<file path="src/rtl/i2ccw_pkg.sv">
// package for the i2c control word block: offsets, field positions, reset values, structs
// assumes a 32-bit register port with read data one cycle after the read strobe
package i2ccw_pkg;
    localparam int ADDR_W = 8;
    localparam logic [ADDR_W-1:0] OFF_CONTROL_MAIN = 8'h00;
    localparam logic [ADDR_W-1:0] OFF_IRQ_STATUS = 8'h10;
    localparam logic [ADDR_W-1:0] OFF_IRQ_CLEAR = 8'h14;
    localparam logic [ADDR_W-1:0] OFF_IRQ_ENABLE = 8'h18;
    localparam logic [ADDR_W-1:0] OFF_RX_CTRL = 8'h1c;
    // control word field positions
    localparam int BIT_ENABLE = 0;
    localparam int BIT_MASTER = 1;
    localparam int BIT_GCALL = 2;
    localparam int BIT_IRXM = 3;
    localparam int BIT_IRACK = 4;
    localparam int BIT_RSVD = 5;
    localparam int BIT_SCLO = 6;
    localparam int BIT_SDAO = 7;
    localparam int BIT_SCLIN = 8;
    localparam int BIT_SWOE = 9;
    localparam int CTRL_W = 10;
    localparam logic [CTRL_W-1:0] CTRL_RESET = 10'h000;
    // interrupt event positions
    localparam int EV_RXBYTE = 0;
    localparam int EV_GCALL = 1;
    localparam int EV_SCLEDGE = 2;
    localparam int EV_W = 3;
    localparam logic [EV_W-1:0] EV_RESET = 3'h0;
    localparam logic [7:0] GCALL_ADDR = 8'h00;

    typedef struct packed {
        logic [ADDR_W-1:0] addr;
        logic [31:0] wdata;
        logic wr;
        logic rd;
    } i2ccw_bus_s;

    typedef struct packed {
        logic sdaOut;
        logic sdaOe;
        logic sclOut;
        logic sclOe;
    } i2ccw_pins_s;
endpackage

</file>
<file path="src/rtl/i2ccw_control_word.sv">
// i2c control word register with software pin control, role and receive-response outputs
// assumes pins are external open-drain lines; scl/sda inputs are asynchronous and synchronised here;
// the protocol controller supplies its own pin drives and byte/address event pulses on this clock
// Behaviour
// - bit 8 reads synchronised scl level
// - bit 7 drives sda under software control
// - bit 6 drives scl under software control
// - bit 4 selects ack or nack response
// - bit 3 enables per-byte interrupt, then respond
// - bit 2 acknowledges general call address
// - bit 1 selects master or slave
// - bit 0 enables peripheral, reset disabled
// - swoe hands pins to software bits
module i2ccw_control_word
    import i2ccw_pkg::*;
(
    input wire logic clock, // 125 MHz
    input wire logic reset, // sync, active high
    input wire i2ccw_bus_s bus, // register port request
    output logic [31:0] rdata, // read data, cycle after read
    input wire logic sclIn, // scl pin level
    input wire logic sdaIn, // sda pin level
    input wire i2ccw_pins_s ctlPins, // protocol controller pin drive
    input wire logic rxByteDone, // controller received a data byte
    input wire logic addrSeen, // controller saw an address byte
    input wire logic [7:0] addrByte, // address byte seen
    output i2ccw_pins_s pins, // pin drives to pads
    output logic periphEnable, // peripheral enable
    output logic masterMode, // 1 master, 0 slave
    output logic addrAck, // acknowledge seen general call address
    output logic rxNack, // response for received byte
    output logic rxRespValid, // response valid pulse
    output logic sclLevel, // synchronised scl level
    output logic sdaLevel, // synchronised sda level
    output logic irq // level interrupt
);

    logic [CTRL_W-1:0] ctrl_ff, nxt_ctrl;
    logic [EV_W-1:0] status_ff, nxt_status;
    logic [EV_W-1:0] ien_ff;
    logic sclMeta_ff, sclSync_ff, sclPrev_ff;
    logic sdaMeta_ff, sdaSync_ff;
    logic [31:0] rdata_ff;
    logic irq_ff;
    i2ccw_pins_s pins_ff;
    logic addrAck_ff, rxNack_ff, rxRespValid_ff;
    logic rxPending_ff;

    wire logic selCtrl = bus.addr == OFF_CONTROL_MAIN;
    wire logic selStat = bus.addr == OFF_IRQ_STATUS;
    wire logic selClr = bus.addr == OFF_IRQ_CLEAR;
    wire logic selIen = bus.addr == OFF_IRQ_ENABLE;
    wire logic selRx = bus.addr == OFF_RX_CTRL;
    wire logic wrCtrl = bus.wr && selCtrl;
    wire logic wrClr = bus.wr && selClr;
    wire logic wrIen = bus.wr && selIen;
    wire logic wrRx = bus.wr && selRx;
    wire logic enabled = ctrl_ff[BIT_ENABLE];
    wire logic swoe = ctrl_ff[BIT_SWOE];
    wire logic irxm = ctrl_ff[BIT_IRXM];
    wire logic sclEdge = sclSync_ff != sclPrev_ff;
    wire logic isGcall = addrSeen && addrByte == GCALL_ADDR;
    wire logic rxEvent = enabled && irxm && rxByteDone;
    // a write to the rx-control register releases the held byte with the chosen response
    wire logic rxRelease = rxPending_ff && wrRx;
    wire logic [EV_W-1:0] events = {enabled && sclEdge, enabled && isGcall && ctrl_ff[BIT_GCALL], rxEvent};
    wire logic [CTRL_W-1:0] ctrlRead = {ctrl_ff[BIT_SWOE], sclSync_ff, ctrl_ff[BIT_SDAO:0]};

    wire logic [31:0] readMux =
        selCtrl ? {{(32-CTRL_W){1'b0}}, ctrlRead} :
        selStat ? {{(32-EV_W){1'b0}}, status_ff} :
        selIen ? {{(32-EV_W){1'b0}}, ien_ff} :
        selRx ? {{31{1'b0}}, rxPending_ff} : 32'h0000_0000;

    // software drives pins only when enabled and swoe set; 0 pulls low, 1 releases
    wire logic swSdaOe = !ctrl_ff[BIT_SDAO];
    wire logic swSclOe = !ctrl_ff[BIT_SCLO];
    wire i2ccw_pins_s nxtPins = !enabled ? i2ccw_pins_s'{default: 1'b0} :
        swoe ? i2ccw_pins_s'{sdaOut: 1'b0, sdaOe: swSdaOe, sclOut: 1'b0, sclOe: swSclOe} :
        i2ccw_pins_s'{sdaOut: 1'b0, sdaOe: ctlPins.sdaOe && !ctlPins.sdaOut,
          sclOut: 1'b0, sclOe: ctlPins.sclOe && !ctlPins.sclOut};

    // general call acknowledged only when enabled and bit 2 set; other addresses left to the controller
    wire logic nxtAddrAck = enabled && isGcall && ctrl_ff[BIT_GCALL];

    always_comb
    begin
        nxt_ctrl = ctrl_ff;
        if (wrCtrl)
        begin
            nxt_ctrl = {bus.wdata[BIT_SWOE], 1'b0, bus.wdata[BIT_SDAO:0]};
            nxt_ctrl[BIT_RSVD] = bus.wdata[BIT_RSVD];
        end
    end

    always_comb
    begin
        nxt_status = status_ff;
        if (wrClr)
        begin
            nxt_status = status_ff & ~bus.wdata[EV_W-1:0];
        end
        nxt_status = nxt_status | events; // set wins over clear
    end

    always_ff @(posedge clock)
    begin
        if (reset)
        begin
            ctrl_ff <= CTRL_RESET;
            status_ff <= EV_RESET;
            ien_ff <= EV_RESET;
        end
        else
        begin
            ctrl_ff <= nxt_ctrl;
            status_ff <= nxt_status;
            if (wrIen)
            begin
                ien_ff <= bus.wdata[EV_W-1:0];
            end
        end
    end

    always_ff @(posedge clock)
    begin
        if (reset)
        begin
            sclMeta_ff <= 1'b1;
            sclSync_ff <= 1'b1;
            sclPrev_ff <= 1'b1;
            sdaMeta_ff <= 1'b1;
            sdaSync_ff <= 1'b1;
        end
        else
        begin
            sclMeta_ff <= sclIn;
            sclSync_ff <= sclMeta_ff;
            sclPrev_ff <= sclSync_ff;
            sdaMeta_ff <= sdaIn;
            sdaSync_ff <= sdaMeta_ff;
        end
    end

    always_ff @(posedge clock)
    begin
        if (reset)
        begin
            rdata_ff <= 32'h0000_0000;
            irq_ff <= 1'b0;
            pins_ff <= '0;
            addrAck_ff <= 1'b0;
        end
        else
        begin
            rdata_ff <= bus.rd ? readMux : 32'h0000_0000;
            irq_ff <= |(nxt_status & ien_ff);
            pins_ff <= nxtPins;
            addrAck_ff <= nxtAddrAck;
        end
    end

    // interactive receive: hold the byte until software answers, then respond per bit 4
    always_ff @(posedge clock)
    begin
        if (reset)
        begin
            rxPending_ff <= 1'b0;
            rxNack_ff <= 1'b0;
            rxRespValid_ff <= 1'b0;
        end
        else
        begin
            rxRespValid_ff <= rxRelease || (enabled && !irxm && rxByteDone);
            if (rxEvent)
            begin
                rxPending_ff <= 1'b1;
            end
            else if (rxRelease || !enabled)
            begin
                rxPending_ff <= 1'b0;
            end
            if (rxRelease)
            begin
                rxNack_ff <= ctrl_ff[BIT_IRACK];
            end
            else if (enabled && !irxm && rxByteDone)
            begin
                rxNack_ff <= 1'b0;
            end
        end
    end

    assign rdata = rdata_ff;
    assign irq = irq_ff;
    assign pins = pins_ff;
    assign addrAck = addrAck_ff;
    assign rxNack = rxNack_ff;
    assign rxRespValid = rxRespValid_ff;
    assign periphEnable = ctrl_ff[BIT_ENABLE];
    assign masterMode = ctrl_ff[BIT_MASTER];
    assign sclLevel = sclSync_ff;
    assign sdaLevel = sdaSync_ff;

    AST_SCL_READ: assert property (@(posedge clock) disable iff (reset)
        bus.rd && selCtrl |=> rdata[BIT_SCLIN] == $past(sclSync_ff))
        else $error("scl readback wrong");
    AST_SCL_SYNC: assert property (@(posedge clock) disable iff (reset)
        sclLevel == $past(sclMeta_ff))
        else $error("scl level not synchronised");
    AST_SCL_EDGE: assert property (@(posedge clock) disable iff (reset)
        enabled && sclEdge |=> status_ff[EV_SCLEDGE])
        else $error("scl edge event lost");
    AST_SDA_SYNC: assert property (@(posedge clock) disable iff (reset)
        sdaLevel == $past(sdaMeta_ff))
        else $error("sda level not synchronised");
    AST_SDA_SW: assert property (@(posedge clock) disable iff (reset)
        enabled && swoe |=> pins.sdaOe == !$past(ctrl_ff[BIT_SDAO]))
        else $error("sda software drive wrong");
    AST_SDA_HW: assert property (@(posedge clock) disable iff (reset)
        enabled && !swoe |=> pins.sdaOe == ($past(ctlPins.sdaOe) && !$past(ctlPins.sdaOut)))
        else $error("sda controller drive wrong");
    AST_SCL_SW: assert property (@(posedge clock) disable iff (reset)
        enabled && swoe |=> pins.sclOe == !$past(ctrl_ff[BIT_SCLO]))
        else $error("scl software drive wrong");
    AST_SCL_HW: assert property (@(posedge clock) disable iff (reset)
        enabled && !swoe |=> pins.sclOe == ($past(ctlPins.sclOe) && !$past(ctlPins.sclOut)))
        else $error("scl controller drive wrong");
    AST_RESP: assert property (@(posedge clock) disable iff (reset)
        rxRelease |=> rxRespValid && rxNack == $past(ctrl_ff[BIT_IRACK]))
        else $error("interactive response wrong");
    AST_IRACK_STORE: assert property (@(posedge clock) disable iff (reset)
        wrCtrl |=> ctrl_ff[BIT_IRACK] == $past(bus.wdata[BIT_IRACK]))
        else $error("response select not stored");
    AST_AUTO_ACK: assert property (@(posedge clock) disable iff (reset)
        enabled && !irxm && rxByteDone && !rxRelease |=> rxRespValid && !rxNack)
        else $error("plain receive not acknowledged");
    AST_RX_EVENT: assert property (@(posedge clock) disable iff (reset)
        rxEvent |=> status_ff[EV_RXBYTE] && rxPending_ff && !rxRespValid)
        else $error("receive event not raised");
    AST_IRXM_STORE: assert property (@(posedge clock) disable iff (reset)
        wrCtrl |=> irxm == $past(bus.wdata[BIT_IRXM]))
        else $error("interactive mode not stored");
    AST_RX_WAIT: assert property (@(posedge clock) disable iff (reset)
        enabled && irxm && !rxRelease |=> !rxRespValid)
        else $error("response sent before software answer");
    AST_IRQ_LEVEL: assert property (@(posedge clock) disable iff (reset)
        !$past(wrIen) |-> irq == |(status_ff & ien_ff))
        else $error("interrupt level wrong");
    AST_RX_CLEAR: assert property (@(posedge clock) disable iff (reset)
        wrClr && bus.wdata[EV_RXBYTE] && !rxEvent |=> !status_ff[EV_RXBYTE])
        else $error("receive event not cleared");
    AST_GCALL: assert property (@(posedge clock) disable iff (reset)
        addrSeen && addrByte == GCALL_ADDR && !ctrl_ff[BIT_GCALL] |=> !addrAck)
        else $error("general call acknowledged while off");
    AST_GCALL_ACK: assert property (@(posedge clock) disable iff (reset)
        enabled && isGcall && ctrl_ff[BIT_GCALL] |=> addrAck)
        else $error("general call not acknowledged");
    AST_ADDR_OTHER: assert property (@(posedge clock) disable iff (reset)
        addrSeen && addrByte != GCALL_ADDR |=> !addrAck)
        else $error("other address acknowledged");
    AST_ROLE: assert property (@(posedge clock) disable iff (reset)
        wrCtrl |=> masterMode == $past(bus.wdata[BIT_MASTER]))
        else $error("role not updated");
    AST_ROLE_HOLD: assert property (@(posedge clock) disable iff (reset)
        !wrCtrl |=> $stable(masterMode))
        else $error("role changed without write");
    AST_ENABLE: assert property (@(posedge clock) disable iff (reset)
        wrCtrl |=> periphEnable == $past(bus.wdata[BIT_ENABLE]))
        else $error("enable not updated");
    AST_ENABLE_HOLD: assert property (@(posedge clock) disable iff (reset)
        !wrCtrl |=> $stable(periphEnable))
        else $error("enable changed without write");
    AST_RESET_OUT: assert property (@(posedge clock) disable iff (reset)
        $past(reset) |-> !periphEnable && !masterMode && !pins.sdaOe && !pins.sclOe
            && !addrAck && !irq && !rxRespValid)
        else $error("outputs not at reset values");
    AST_SWOE_READ: assert property (@(posedge clock) disable iff (reset)
        bus.rd && selCtrl |=> rdata[BIT_SWOE] == $past(swoe))
        else $error("software output enable readback wrong");
    AST_OPEN_DRAIN: assert property (@(posedge clock) disable iff (reset)
        !pins.sdaOut && !pins.sclOut)
        else $error("pin driven high");
    AST_DISABLED: assert property (@(posedge clock) disable iff (reset)
        !enabled |=> !pins.sdaOe && !pins.sclOe && !addrAck)
        else $error("disabled peripheral active");
    AST_DIS_EVENTS: assert property (@(posedge clock) disable iff (reset)
        !enabled && !wrClr |=> $stable(status_ff))
        else $error("disabled peripheral raised an event");
    AST_DIS_PENDING: assert property (@(posedge clock) disable iff (reset)
        !enabled |=> !rxPending_ff)
        else $error("disabled peripheral holds a byte");
    AST_DIS_RESP: assert property (@(posedge clock) disable iff (reset)
        !enabled && !rxPending_ff |=> !rxRespValid)
        else $error("disabled peripheral responded");
    COV_BITBANG: cover property (@(posedge clock) disable iff (reset) enabled && swoe && pins.sclOe);
    COV_RX_NACK: cover property (@(posedge clock) disable iff (reset) rxRelease && ctrl_ff[BIT_IRACK]);
    COV_AUTO_ACK: cover property (@(posedge clock) disable iff (reset) rxRespValid && !irxm);
    COV_GCALL: cover property (@(posedge clock) disable iff (reset) addrAck);
    COV_IRQ: cover property (@(posedge clock) disable iff (reset) irq);
endmodule

</file>
<file path="config.mk">
export PLATFORM = sky130hd
export DESIGN_NAME = i2ccw_control_word
export DESIGN_NICKNAME = d
export VERILOG_FILES = /design/src/rtl/i2ccw_pkg.sv /design/src/rtl/i2ccw_control_word.sv
export SDC_FILE = /design/constraint.sdc
export NUM_CORES = 1
export LEC_CHECK = 0
export BUFFER_PORTS_ARGS = -buffer_cell sky130_fd_sc_hd__buf_4
export CAP_MARGIN = 20
export CORE_MARGIN = 8
export CORE_UTILIZATION = 38
export CTS_CLUSTER_DIAMETER = 150
export DETAILED_ROUTE_END_ITERATION = 8
export GPL_ROUTABILITY_DRIVEN = 0
export PLACE_DENSITY = 0.76
export SLEW_MARGIN = 20
export SYNTH_ARGS = -nofsm -noshare
export SYNTH_HDL_FRONTEND = slang
export SYNTH_SLANG_ARGS = --single-unit
</file>
<file path="constraint.sdc">
create_clock -name clock -period 1.3 [get_ports clock]
set_clock_uncertainty 0.1 [all_clocks]
set_input_delay 0.065 -clock clock [delete_from_list [all_inputs] [get_ports clock]]
set_output_delay 0.065 -clock clock [all_outputs]
set_load 0.02 [all_outputs]
</file>
Yosys cells after proc, flatten, opt, wreduce, memory -nomap -nowiden
Cells that the tools add are included.
{ "classes": {"mux": 10, "n_eq_ne": 5, "reduce_logical": 31, "bitwise": 6} }
{ "op_table": {"columns": ["op", "count"], "rows": [
  ["== test 8 x 5 -> 1 bit (second input constant)", 4],
  ["zero test 8 bit", 2],
  ["logical AND 1 bit", 15],
  ["2-to-1 mux 3 bit", 4],
  ["2-to-1 mux 10 bit", 1],
  ["bitwise AND 3 bit", 2],
  ["zero test 1 bit", 6],
  ["2-to-1 mux 1 bit", 5],
  ["OR reduction 5 bit", 1],
  ["nonzero test 2 bit", 2],
  ["OR reduction 2 bit", 2],
  ["NOT 3 bit", 1],
  ["bitwise OR 3 bit", 1],
  ["OR reduction 3 bit", 1],
  ["logical OR 1 bit", 2],
  ["NOT 1 bit", 2],
  ["!= test 1 bit", 1]
]} }
{ "totals": {"word_cells": 71, "register_bits": 61, "input_bits": 60, "output_inout_bits": 44} }

Longest topological paths before layout
{ "depth": {"word_depth": 7, "ltp_mapped": 6, "ltp_nobuf": 4} }

Worst setup path before layout
No wires, ideal clock.
{ "synth_path": {"kind": "input -> register", "from": "in bus[35] (netlist bit)", "to": "reg irq_ff (netlist: irq)", "arrival_time_ns": 1.209, "setup_slack_ns": -0.138, "cell_stages": 4, "required_ns": 1.071, "cell_sequence": "or3_4 -> or4_4 -> nor3_1 -> o211ai_1"} }
{ "synth_via": {"elab_chain_len": 6} }
{ "synth_rtl": {"columns": ["item", "line", "rtl"], "rows": [
  ["from (decl)", "i2ccw_control_word.sv:19", "input wire i2ccw_bus_s bus,"],
  ["== test 8 x 5 -> 1 bit", "i2ccw_control_word.sv:51", "wire logic selClr = bus.addr == OFF_IRQ_CLEAR;"],
  ["logical AND 1 bit", "i2ccw_control_word.sv:55", "wire logic wrClr = bus.wr && selClr;"],
  ["2-to-1 mux 3 bit", "i2ccw_control_word.sv:99", "if (wrClr)"],
  ["bitwise OR 3 bit", "i2ccw_control_word.sv:103", "nxt_status = nxt_status | events;"],
  ["bitwise AND 3 bit", "i2ccw_control_word.sv:157", "irq_ff <= |(nxt_status & ien_ff);"],
  ["OR reduction 3 bit", "i2ccw_control_word.sv:157", null],
  ["to (signal assigned)", "i2ccw_control_word.sv:157", null],
  ["to (decl)", "i2ccw_control_word.sv:44", "logic irq_ff;"]
]} }
Every way passes these cells.
A chain may end at the register's enable or synchronous reset.

Worst setup path in the final report
{ "layout_path": {"from": "in bus[35] (netlist bit)", "to": "reg ctrl_ff[3]"} }
{ "layout_via": {"elab_chain_len": 2} }
{ "layout_rtl": {"columns": ["item", "line", "rtl"], "rows": [
  ["zero test 8 bit", "i2ccw_control_word.sv:49", "wire logic selCtrl = bus.addr == OFF_CONTROL_MAIN;"],
  ["logical AND 1 bit", "i2ccw_control_word.sv:54", "wire logic wrCtrl = bus.wr && selCtrl;"],
  ["to (signal assigned)", "i2ccw_control_word.sv:116", "ctrl_ff <= nxt_ctrl;"],
  ["to (decl)", "i2ccw_control_word.sv:38", "logic [CTRL_W-1:0] ctrl_ff, nxt_ctrl;"]
]} }
Every way passes these cells.

==> flow_summary.toml <==
[status]
outcome = "complete, but fails checks"
violations = "negative hold slack"

[synth]
synth-edff-count = 0
yosysMostFrequentCell = "dfxtp_1"
yosys.area.top_type = "dfxtp_1"
yosysWarningCount = 0
synth_flop_cell = "dfxtp_1"
async_flop_share_pct = 0
syn_area_per_cell_um2 = 9.17
synth_seq_area_share_pct = 44.9
ys_types = 37
yosys.area.top_type_share_pct = 44.9
synth_area_leaders = "dfxtp_1, buf_4, mux2i_1, nor2_1, or2_2"
netlist_area_mm2 = 0.00165
syn_inst = 180
ys_seq_elements = 37
synth_common_cells = "dfxtp_1, buf_4, nor2_1"

[route]
routed_wl_um = 4390
num_vias = 1482
ant_nets = 0
routedWlPerCell_um = 13.7
dr.pass1.iters = 4
vias_per_cell = 4.62
drt_iter0_markers = 95
drc = 0

[power]
power_leakage_uw = 0.00106
power.density_mw_per_mm2 = 927
ir_worst_vdd_mv = 0.488

[layout]
drive_above_1_share_pct = 34.2
finalInstanceArea_mm2 = 0.00242
diodes = 0
syn2layout_area_growth_pct = 46.9
nets = 328
instances_no_fill = 321
postLayoutCoreUtil_pct = 56.9

[grt]
grt_usage_pct = 13.2
grt_max_degree = 19
grt_pass1_wl_um = 6780
first_global_vias = 1499
grt_overflow_total = 0
antenna_found_initial = 0

[timing]
fin_crit_ns = 1.29
final-setup-viol-count = 0
rsz0062_at_grt = "yes"
hold_violations = 1
finalSetupTns_ns = 0
drv_slew = 0
finalCritPeriodShare_pct = 99.1
holdWs_ns = -0.0328
timing.final.ws_setup_ns = 0.0114
fmax_ghz = 0.776

[critical_path]
start_kind = "primary input"
worst_setup_path_end_kind = "flip-flop"
cpMaxStageDelayCell = "or3_4"
path_cells = "buf_4, or3_4, nor4_4, buf_2, mux2i_1, nor2_1"
worst-path-max-fanout = 4
required_ns = 1.38
path_class = "in -> reg"
arrival_ns = 1.37
slowest_delay_ns = 0.41

[clocking]
clk_pin_slew_ns = 0.08
ctsHoldBuffers = 18
clock_latency_ns = 0.29
cts_tree = "done"
root_buffer = "clkbuf_8"
cts_sinks = 37
post_cts_buffers = 0
cts_buffers = 5
htree_levels = 2
ctsLongestPathBuffers = 2

[min_path]
worstHoldPathType = "in -> reg"

[die]
io_pins = 104
rows = 24
coreArea_mm2 = 0.00426
fp.dieH_um = 81.9
dieArea_mm2 = 0.00671
start_util_pct = 38.7
fp.dieW_um = 81.9

[placement]
place_hpwl_um = 3250
place_inst = 294
placed_cell_area_mm2 = 0.00214
pre_cts_slack_ns = -0.274
port_buffers = 56

[run]
drv_cap = 0
sequential cells by signal (all words and copies together) (netlist names), 2 cells and up:
name       cells
pins           2
status_ff      3
ctrl_ff        9
rdata         10
ien_ff         3
area by class of cell:
cell class,count,area (µm²)
Clock buffer,5,68.8
Clock inverter,3,21.3
Fill cell,409,1840
Inverter,5,18.8
Multi-Input combinational cell,131,793
Sequential cell,37,742
Tap cell,52,65.1
Timing Repair Buffer,88,716
critical path: cells and delay by family:
kind	cells	cell delay, ns
multiplexers	1	0.20
AND/OR/NAND/NOR	3	0.75
buffers and inverters	2	0.35
stage by stage:
stage	hold WS, ns	power [µW]
floorplan	0.0688	1350
global placement	0.149	1420
detailed placement	0.155	1420
CTS	-0.0381	2260
global route	-0.0369	2360
finish	-0.0328	2250
report_power, final:
part | internal (µW) | switching (µW)
combinational | 151 | 152
sequential | 1140 | 2.91
clock | 380 | 424
placed cells by master, fill, tap and decap left out, drive strengths merged, types with 2 or more instances in the layout:
| cell type | count |
|---|---|
| nor2b | 2 |
| nor3b | 2 |
| or2 | 7 |
| nor4 | 5 |
| clkbuf | 5 |
| o21ai | 4 |
| nor3 | 6 |
| dfxtp | 37 |
| nand2b | 3 |
| nand2 | 8 |
| nand4 | 3 |
| mux2i | 15 |
| a21oi | 4 |
| buf | 70 |
| nor2 | 21 |
| or4 | 3 |
| and2 | 5 |
| nand3 | 3 |
| inv | 6 |
| dlygate4sd3 | 18 |
| a31oi | 4 |
| conb | 24 |
routing by layer:
metal  wire [µm]  track usage, %  vias to the layer above  share of wire, %
met5           0               0                        -                 0
met4          45            4.91                        0               1.0
met3         394            5.47                        5               9.0
met2        2230            23.6                       48                51
met1        1720            13.4                      687                39
li1            -               -                      742                 -
worst paths after layout:
path / startpoint / end / cells after the start / slack [ns]
worst max register to register: ctrl_ff[0] / irq / 4 / 0.08
worst max-delay path: bus[35] / ctrl_ff[3] / 6 / 0.01
worst min register to register: sclMeta_ff / sclLevel / 1 / 0.31
worst min-delay path: addrByte[6] / addrAck / 3 / -0.03
kinds of logic after synthesis:
group	count (synthesis)	synth area share, %
DFF	37	44.9
other	1	0.227
buffers and inverters	35	13.6
xor gates and xnor gates	1	0.531
AOI/OAI and AO/OA	16	5.91
and+or+nand+nor	74	25.0
muxes	16	9.78
what timing repair did:
item | 4_1_cts | 5_1_grt
resized for setup | 0 | 4
endpoints found under the setup margin | 0 | 10
hold endpoints to repair | 19 | 1
Note: power is estimated with default switching activity, not from simulation.
